$ cat src/psfd_pkg.sv
package psfd_pkg;

	// ----------------------------------------------------------------
	// register map (word indices, byte address bits 11:2, one aligned word each)
	// ----------------------------------------------------------------
	localparam logic [9:0] PSFD_ADDR_BYPASS_CH4 = 10'h0A0;
	localparam logic [9:0] PSFD_ADDR_RAMP_CH4 = 10'h0A1;
	localparam logic [9:0] PSFD_IDX_BYPASS_CH4 = 10'h0A0;
	localparam logic [9:0] PSFD_IDX_RAMP_CH4 = 10'h0A1;
	localparam logic [9:0] PSFD_IDX_LOOP_STATUS = 10'h0B0;
	localparam logic [9:0] PSFD_IDX_IRQ_STATUS = 10'h0B1;
	localparam logic [9:0] PSFD_IDX_IRQ_MASK = 10'h0B2;
	localparam int PSFD_ADDR_W = 12;

	// ----------------------------------------------------------------
	// field positions
	// ----------------------------------------------------------------
	localparam int PSFD_BIT_HOLDOVER = 5;
	localparam int PSFD_BIT_REF_TWO_SEL = 4;
	localparam int PSFD_BIT_VCO_ABOVE = 3;
	localparam int PSFD_BIT_REF_TWO_ABOVE = 2;
	localparam int PSFD_BIT_REF_ONE_ABOVE = 1;
	localparam int PSFD_BIT_LOCKED = 0;
	localparam int PSFD_BIT_BYPASS = 0;
	localparam int PSFD_CAP_HI = 5;
	localparam int PSFD_CAP_LO = 3;
	localparam int PSFD_CUR_HI = 2;
	localparam int PSFD_CUR_LO = 0;

	// ----------------------------------------------------------------
	// reset values
	// ----------------------------------------------------------------
	localparam logic PSFD_RST_BYPASS = 1'h1;
	localparam logic [2:0] PSFD_RST_CAP = 3'h0;
	localparam logic [2:0] PSFD_RST_CUR = 3'h0;
	localparam logic [5:0] PSFD_RST_MASK = 6'h00;
	localparam logic [5:0] PSFD_RST_IRQ = 6'h00;

	typedef struct packed {
		logic holdover_active;
		logic ref_two_selected;
		logic vco_above;
		logic ref_two_above;
		logic ref_one_above;
		logic locked;
	} psfd_status_s;

	typedef struct packed {
		logic bypass;
		logic [2:0] cap_code;
		logic [2:0] cur_code;
		logic [2:0] cap_count;
	} psfd_delay_cfg_s;

	typedef enum logic [1:0] {
		PSFD_IDLE,
		PSFD_ANSWER
	} psfd_bus_e;

endpackage : psfd_pkg

$ cat src/psfd_sync.sv
`timescale 1ns/1ps
`default_nettype none
module psfd_sync
	import psfd_pkg::*;
(
	input wire logic i_core_clk,
	input wire logic i_srst,
	input wire logic [5:0] i_async,
	output logic [5:0] o_sync
);

	logic [5:0] meta_reg;

	// first stage feeds only the second
	always_ff @(posedge i_core_clk) begin
		if (i_srst) begin
			meta_reg <= 6'h00;
			o_sync <= 6'h00;
		end else begin
			meta_reg <= i_async;
			o_sync <= meta_reg;
		end
	end

endmodule : psfd_sync
`default_nettype wire

$ cat src/psfd_regs.sv
// Behaviour
// - bit 5 shows holdover state, not enable
// - bit 4 shows second reference selected
// - bit 3 shows VCO above threshold
// - bit 2 shows second reference above threshold
// - bit 1 shows first reference above threshold
// - bit 0 shows digital lock detect
// - 0xA0 bit 0 bypasses delay, default one
// - 0xA1 bits 5:3 hold ramp capacitors
// - capacitor code decodes to count one-four
// - 0xA1 bits 2:0 hold ramp current
`timescale 1ns/1ps
`default_nettype none
module psfd_regs
	import psfd_pkg::*;
(
	input wire logic i_core_clk,
	input wire logic i_srst,
	input wire logic [PSFD_ADDR_W-1:0] i_avs_address,
	input wire logic i_avs_read,
	input wire logic i_avs_write,
	input wire logic [31:0] i_avs_writedata,
	input wire logic [3:0] i_avs_byteenable,
	output logic [31:0] o_avs_readdata,
	output logic o_avs_waitrequest,
	output logic [1:0] o_avs_response,
	input wire logic i_holdover_active,
	input wire logic i_ref_two_selected,
	input wire logic i_vco_above,
	input wire logic i_ref_two_above,
	input wire logic i_ref_one_above,
	input wire logic i_locked,
	output logic o_delay_bypass,
	output logic [2:0] o_ramp_cap_code,
	output logic [2:0] o_ramp_cur_code,
	output logic [2:0] o_ramp_cap_count,
	output logic o_irq
);

	// ----------------------------------------------------------------
	// helpers
	// ----------------------------------------------------------------
	function automatic logic [2:0] cap_count(input logic [2:0] code);
		// count = 4 minus number of ones in the code
		logic [2:0] n;
		n = 3'h4;
		case (code)
			3'h0: n = 3'h4;
			3'h1, 3'h2, 3'h4: n = 3'h3;
			3'h3, 3'h5, 3'h6: n = 3'h2;
			3'h7: n = 3'h1;
			default: n = 3'h4;
		endcase
		return n;
	endfunction : cap_count

	function automatic logic [9:0] word_index(input logic [PSFD_ADDR_W-1:0] a);
		return a[PSFD_ADDR_W-1:2];
	endfunction : word_index

	function automatic logic lane_hit(input logic strobe, input logic [3:0] be, input logic [9:0] at,
		input logic [9:0] want);
		// lane 0 carries every field of this map, a write without it is dropped
		return strobe && be[0] && (at == want);
	endfunction : lane_hit

	function automatic logic word_mapped(input logic [9:0] at);
		// the status word counts as mapped: a write to it is accepted and dropped
		logic hit;
		hit = 1'h0;
		case (at)
			PSFD_IDX_BYPASS_CH4: hit = 1'h1;
			PSFD_IDX_RAMP_CH4: hit = 1'h1;
			PSFD_IDX_LOOP_STATUS: hit = 1'h1;
			PSFD_IDX_IRQ_STATUS: hit = 1'h1;
			PSFD_IDX_IRQ_MASK: hit = 1'h1;
			default: hit = 1'h0;
		endcase
		return hit;
	endfunction : word_mapped

	// ----------------------------------------------------------------
	// monitor inputs come from analog clock domains
	// ----------------------------------------------------------------
	logic [5:0] mon_raw;
	logic [5:0] mon_sync;
	psfd_status_s live;

	assign mon_raw = {i_holdover_active, i_ref_two_selected, i_vco_above,
		i_ref_two_above, i_ref_one_above, i_locked};

	psfd_sync u_sync (
		.i_core_clk(i_core_clk),
		.i_srst(i_srst),
		.i_async(mon_raw),
		.o_sync(mon_sync)
	);

	assign live = psfd_status_s'(mon_sync);

	// ----------------------------------------------------------------
	// bus decode
	// ----------------------------------------------------------------
	psfd_bus_e state_reg;
	logic [9:0] idx;
	logic req;
	logic wr_bypass;
	logic wr_ramp;
	logic wr_irq_stat;
	logic wr_irq_mask;
	logic mapped;
	logic ans;
	logic wr_strobe;

	assign idx = word_index(i_avs_address);
	assign req = (i_avs_read | i_avs_write) && (state_reg == PSFD_IDLE);
	assign ans = (state_reg == PSFD_ANSWER);
	assign mapped = word_mapped(idx);

	// ----------------------------------------------------------------
	// write strobes
	// ----------------------------------------------------------------
	// a write lands at the edge where the master samples waitrequest low;
	// address and data are still held then, so nothing has to be captured
	assign wr_strobe = ans && i_avs_write;
	assign wr_bypass = lane_hit(wr_strobe, i_avs_byteenable, idx, PSFD_IDX_BYPASS_CH4);
	assign wr_ramp = lane_hit(wr_strobe, i_avs_byteenable, idx, PSFD_IDX_RAMP_CH4);
	assign wr_irq_stat = lane_hit(wr_strobe, i_avs_byteenable, idx, PSFD_IDX_IRQ_STATUS);
	assign wr_irq_mask = lane_hit(wr_strobe, i_avs_byteenable, idx, PSFD_IDX_IRQ_MASK);

	// ----------------------------------------------------------------
	// handshake
	// ----------------------------------------------------------------

	// one cycle of wait, then answer; waitrequest low in the answer cycle
	always_ff @(posedge i_core_clk) begin
		if (i_srst) begin
			state_reg <= PSFD_IDLE;
		end else begin
			case (state_reg)
				PSFD_IDLE: begin
					if (i_avs_read | i_avs_write) begin
						state_reg <= PSFD_ANSWER;
					end
				end
				PSFD_ANSWER: state_reg <= PSFD_IDLE;
				default: state_reg <= PSFD_IDLE;
			endcase
		end
	end

	// reset holds waitrequest high so no transfer can complete during it
	always_ff @(posedge i_core_clk) begin
		if (i_srst) begin
			o_avs_waitrequest <= 1'b1;
		end else begin
			o_avs_waitrequest <= ~req;
		end
	end

	// ----------------------------------------------------------------
	// fine delay configuration
	// ----------------------------------------------------------------
	always_ff @(posedge i_core_clk) begin
		if (i_srst) begin
			o_delay_bypass <= PSFD_RST_BYPASS;
		end else if (wr_bypass) begin
			o_delay_bypass <= i_avs_writedata[PSFD_BIT_BYPASS];
		end
	end

	// ----------------------------------------------------------------
	// ramp fields
	// ----------------------------------------------------------------
	always_ff @(posedge i_core_clk) begin
		if (i_srst) begin
			o_ramp_cap_code <= PSFD_RST_CAP;
		end else if (wr_ramp) begin
			o_ramp_cap_code <= i_avs_writedata[PSFD_CAP_HI:PSFD_CAP_LO];
		end
	end

	always_ff @(posedge i_core_clk) begin
		if (i_srst) begin
			o_ramp_cur_code <= PSFD_RST_CUR;
		end else if (wr_ramp) begin
			o_ramp_cur_code <= i_avs_writedata[PSFD_CUR_HI:PSFD_CUR_LO];
		end
	end

	// ----------------------------------------------------------------
	// capacitor count
	// ----------------------------------------------------------------
	// decoded from the write data, not from the stored code, so the
	// count never lags the code by a cycle
	always_ff @(posedge i_core_clk) begin
		if (i_srst) begin
			o_ramp_cap_count <= cap_count(PSFD_RST_CAP);
		end else if (wr_ramp) begin
			o_ramp_cap_count <= cap_count(i_avs_writedata[PSFD_CAP_HI:PSFD_CAP_LO]);
		end
	end

	// ----------------------------------------------------------------
	// interrupts: any change of a monitored status bit is an event
	// ----------------------------------------------------------------
	logic [5:0] prev_reg;
	logic [5:0] irq_stat_reg;
	logic [5:0] irq_mask_reg;
	logic [5:0] irq_event;

	// ----------------------------------------------------------------
	// change detect
	// ----------------------------------------------------------------
	assign irq_event = mon_sync ^ prev_reg;

	always_ff @(posedge i_core_clk) begin
		if (i_srst) begin
			prev_reg <= 6'h00;
		end else begin
			prev_reg <= mon_sync;
		end
	end

	// ----------------------------------------------------------------
	// interrupt status
	// ----------------------------------------------------------------
	// set wins over a write-one clear in the same cycle
	always_ff @(posedge i_core_clk) begin
		if (i_srst) begin
			irq_stat_reg <= PSFD_RST_IRQ;
		end else if (wr_irq_stat) begin
			irq_stat_reg <= (irq_stat_reg & ~i_avs_writedata[5:0]) | irq_event;
		end else begin
			irq_stat_reg <= irq_stat_reg | irq_event;
		end
	end

	// ----------------------------------------------------------------
	// interrupt mask
	// ----------------------------------------------------------------
	always_ff @(posedge i_core_clk) begin
		if (i_srst) begin
			irq_mask_reg <= PSFD_RST_MASK;
		end else if (wr_irq_mask) begin
			irq_mask_reg <= i_avs_writedata[5:0];
		end
	end

	// ----------------------------------------------------------------
	// next interrupt state
	// ----------------------------------------------------------------
	logic [5:0] irq_stat_next;
	logic [5:0] irq_mask_next;

	always_comb begin
		irq_stat_next = irq_stat_reg | irq_event;
		if (wr_irq_stat) begin
			irq_stat_next = (irq_stat_reg & ~i_avs_writedata[5:0]) | irq_event;
		end
		irq_mask_next = wr_irq_mask ? i_avs_writedata[5:0] : irq_mask_reg;
	end

	// ----------------------------------------------------------------
	// interrupt output
	// ----------------------------------------------------------------
	// registered so the output follows the stored state in the same cycle
	always_ff @(posedge i_core_clk) begin
		if (i_srst) begin
			o_irq <= 1'b0;
		end else begin
			o_irq <= |(irq_stat_next & irq_mask_next);
		end
	end

	// ----------------------------------------------------------------
	// read data; status is live and reading clears nothing
	// ----------------------------------------------------------------
	logic [7:0] status_byte;
	psfd_delay_cfg_s cfg;

	// one view of the delay settings for the read mux
	assign cfg = {o_delay_bypass, o_ramp_cap_code, o_ramp_cur_code, o_ramp_cap_count};

	// ----------------------------------------------------------------
	// status word
	// ----------------------------------------------------------------
	// the two bits above the six monitors read as zero
	always_comb begin
		status_byte = 8'h00;
		status_byte[PSFD_BIT_HOLDOVER] = live.holdover_active;
		status_byte[PSFD_BIT_REF_TWO_SEL] = live.ref_two_selected;
		status_byte[PSFD_BIT_VCO_ABOVE] = live.vco_above;
		status_byte[PSFD_BIT_REF_TWO_ABOVE] = live.ref_two_above;
		status_byte[PSFD_BIT_REF_ONE_ABOVE] = live.ref_one_above;
		status_byte[PSFD_BIT_LOCKED] = live.locked;
	end

	logic [31:0] rdata;

	always_comb begin
		rdata = 32'h0000_0000;
		case (idx)
			PSFD_IDX_BYPASS_CH4: rdata[PSFD_BIT_BYPASS] = cfg.bypass;
			PSFD_IDX_RAMP_CH4: begin
				rdata[PSFD_CAP_HI:PSFD_CAP_LO] = cfg.cap_code;
				rdata[PSFD_CUR_HI:PSFD_CUR_LO] = cfg.cur_code;
			end
			PSFD_IDX_LOOP_STATUS: rdata[7:0] = status_byte;
			PSFD_IDX_IRQ_STATUS: rdata[5:0] = irq_stat_reg;
			PSFD_IDX_IRQ_MASK: rdata[5:0] = irq_mask_reg;
			default: rdata = 32'h0000_0000;
		endcase
	end

	// ----------------------------------------------------------------
	// bus answer
	// ----------------------------------------------------------------
	// writes to the status word decode to no register at all
	always_ff @(posedge i_core_clk) begin
		if (i_srst) begin
			o_avs_readdata <= 32'h0000_0000;
		end else if (req) begin
			o_avs_readdata <= i_avs_read ? rdata : 32'h0000_0000;
		end
	end

	// ----------------------------------------------------------------
	// response code
	// ----------------------------------------------------------------
	// only unmapped words answer with an error, so software may write
	// the whole map blindly without tripping on the status word
	always_ff @(posedge i_core_clk) begin
		if (i_srst) begin
			o_avs_response <= 2'h0;
		end else if (req) begin
			o_avs_response <= mapped ? 2'h0 : 2'h2;
		end
	end

endmodule : psfd_regs
`default_nettype wire

$ cat config.mk
export PLATFORM = sky130hd
export DESIGN_NAME = psfd_regs
export DESIGN_NICKNAME = d
export VERILOG_FILES = /design/src/psfd_pkg.sv /design/src/psfd_sync.sv /design/src/psfd_regs.sv
export SDC_FILE = /design/constraint.sdc
export NUM_CORES = 1
export LEC_CHECK = 0
export BUFFER_PORTS_ARGS = -buffer_cell sky130_fd_sc_hd__clkbuf_2
export CORE_ASPECT_RATIO = 1.4
export CORE_MARGIN = 8
export CORE_UTILIZATION = 35
export DETAILED_ROUTE_END_ITERATION = 16
export GPL_ROUTABILITY_DRIVEN = 0
export PLACE_DENSITY = 0.65
export REMOVE_ABC_BUFFERS = 1
export SLEW_MARGIN = 40
export SYNTH_ARGS = -nofsm -noshare
export SYNTH_HDL_FRONTEND = slang
export SYNTH_SLANG_ARGS = --single-unit
$ cat constraint.sdc
create_clock -name i_core_clk -period 1.75 [get_ports i_core_clk]
set_input_delay 0.0875 -clock i_core_clk [delete_from_list [all_inputs] [get_ports i_core_clk]]
set_output_delay 0.0875 -clock i_core_clk [all_outputs]
set_load 0.01 [all_outputs]
==> metrics.csv <==
metric,value,unit
total global-route track usage,10.8,%
initial antenna violation count,0,
Max-slew headroom,56.7,%
largest net degree at the start of global routing,19,
"Primary FF master, synth",dfxtp_1,
Crit Path Max Fanout,6,
DRC,0,
fraction of final layout cells sized beyond drive strength 1,24.2,%
crit path launch,state_reg[0]$_SDFFE_PP0N_,
Synth Warn #,0,
core area,0.00621,sq mm
worst skew pair latency,0.30,ns
number of max-cap violations,0,
clk_skew,0.00639,ns
slowest cell delay on critical path,0.34,ns
synth top area cells,"dfxtp_1 44%, buf_4 9.3%, mux2i_1 6.2%",
via count,1729,
number of global-route vias before repair,1720,
Final setup viols,0,
Worst Hold Class,primary input to flop,
CTS sink cnt,50,
routed len/inst,13.4,um
Synth area leader,dfxtp_1,
number of fill cells,630,
cell chain of the critical path,and3_2 > nand4_4 > mux2i_1 > o22ai_1 > o31a_1,
Die Width,83.9,um
Initial Util,36.4,%
Crit Path Class,flop to flop,
"slowest stage cell, crit path",dfxtp_1,
Worst VDD drop,0.000373,V
status,finished clean,
placed wire-length estimate,3950,um
Static Leak,1.24,nW
antenna cell count,0,
post-synth cell types,40,
WL final,5010,um
Worst-Margin Slew,0.648,ns
"flops & latches, synth",50,
Worst setup EP type,flop,
DRT Pass-1 Iters,4,
Hold Startpoint,i_locked,
final worst-path cycle share,94.9,%
final core utilization,42.6,%
"Avg Cell Area, Syn",9.18,sq um
crit start category,flop,
mapped cell area,0.00226,sq mm
RR Startpoint,state_reg[0]$_SDFFE_PP0N_,
Clock Path Buffers,2,
Die Span Y,111,um
Via density,4.62,
initial detailed-routing violation count,79,
FF-to-FF path depth,5,
"EDFF count, synth",0,
"Seq/Total Area, Yosys",44.3,%
TritonCTS clock tree,done,
P per Cell Area,781,mW/mm^2
"Clk pin slew, worst setup/hold paths",0.09,ns
htree depth,2,
first-pass GRT wire length,8400,um
final hold vios,0,
Antenna Nets Post-Route,0,
CTS buffer count,5,
site row count,34,
Post-CTS Setup Bufs,0,
grt total ovfl,0,
final instance area,0.00265,sq mm
setup tns final,0,ns
CTS root buf,clkbuf_8,
asr flop ratio synth,0,%
post-layout min period,1.66,ns
Fmax achieved,602,MHz
Buffers on Ports,45,
CP required,1.94,ns
CP arrival,1.85,ns
Die ar.,0.00932,sq mm
share of the synthesized area in the top cell type,44.3,%
placed inst area,0.00249,sq mm
synth-to-layout area growth,17.2,%
synthesized instance count,246,
hold depth,2,
Pins Over Slew Limit,0,
Ports,104,
Layout Nets,362,
## synthesized netlist by cell type (4+ instances only)
cell and number:
dfxtp_1 50, buf_4 28, nor2_1 21, a21oi_1 20, nor2b_1 19, nand2_1 15, mux2i_1 14, nand3_1 10
o21ai_0 10, inv_1 9, clkbuf_1 5, xnor2_1 4
## worst max-delay path: cells and delay by family (launching register included)
kind	cells	cell delay, ns
flip-flops	1	0.34
multiplexers	1	0.28
AO/OA/AOI/OAI	2	0.42
AND/OR/NAND/NOR	2	0.51
## through the flow
stage,cells,setup WS [ns],hold WS [ns],total power [W]
2_1_floorplan,236,0.151,0.157,0.00134
4_1_cts,374,0.0737,0.00231,0.00208
3_5_place_dp,362,0.0149,0.304,0.00143
3_3_place_gp,362,0.0181,0.300,0.00143
6_report,374,0.0887,0.000382,0.00207
5_1_grt,374,-0.00502,0.00226,0.00217
## where the power goes
part	internal (W)	total, W	switching, W
clock network	0.000275	0.000641	0.000367
logic	0.0000952	0.000229	0.000134
registers	0.00117	0.00120	0.0000219
total	0.00154	0.00207	0.000522
## repair_timing
| action | 4_1_cts | 5_1_grt |
|---|---|---|
| gates resized for setup | 1 | 4 |
| setup endpoints to repair | 1 | 1 |
| hold buffers | 5 | 0 |
| endpoints found under the hold margin | 5 | 0 |
## routing by layer
| layer | up-vias | share of wire (%) | track usage [%] |
|---|---|---|---|
| li1 | 884 | - | - |
| met1 | 783 | 39 | 11.0 |
| met2 | 51 | 51 | 18.9 |
| met3 | 11 | 6.0 | 3.16 |
| met4 | 0 | 3.5 | 6.47 |
| met5 | - | 0 | 0 |
## cell families after synthesis
logic type	Yosys count	share of synthesized area (%)
AND/OR/NAND/NOR	81	20.7
flip-flops	50	44.3
AO/OA/AOI/OAI	45	12.0
buffers and inverters	45	12.3
multiplexers	15	6.70
XOR/XNOR	7	2.71
adder cells (fa/ha/maj)	2	1.11
other	1	0.166
## final timing paths
kind | to | slack [ns]
setup reg to reg | o_irq$_SDFF_PP0_ | 0.09
hold reg to reg | u_sync.o_sync[3]$_SDFF_PP0_ | 0.44
hold / removal | u_sync.meta_reg[0]$_SDFF_PP0_ | 0.0004
setup / recovery | o_irq$_SDFF_PP0_ | 0.09
## layout make-up
class	count	area [sq um]	area share [%]
flip-flops and latches	50	1000	37.8
inverters	9	33.8	1.28
clock buffers	6	72.6	2.74
repair buffers	59	343	13.0
clock inverters	1	7.51	0.284
well taps	72	90.1	3.40
multi-input cells	177	1100	41.5
## cells in the final DEF (no fill, tap or decap), types with 4 or more instances in the layout
cell type      Yosys  layout
a21oi_1           20      17
xnor2_1            4       4
dfxtp_1           50      50
buf_4             28       9
conb_1             1      27
inv_1              9       9
clkbuf_8           0       5
nor2_1            21      21
nand3_1           10      10
o21ai_0           10      10
dlygate4sd3_1      0       5
mux2i_1           14      14
nand2_1           15      15
clkbuf_2           0      45
nor2b_1           19      19
(Power assumes the default switching activity.)
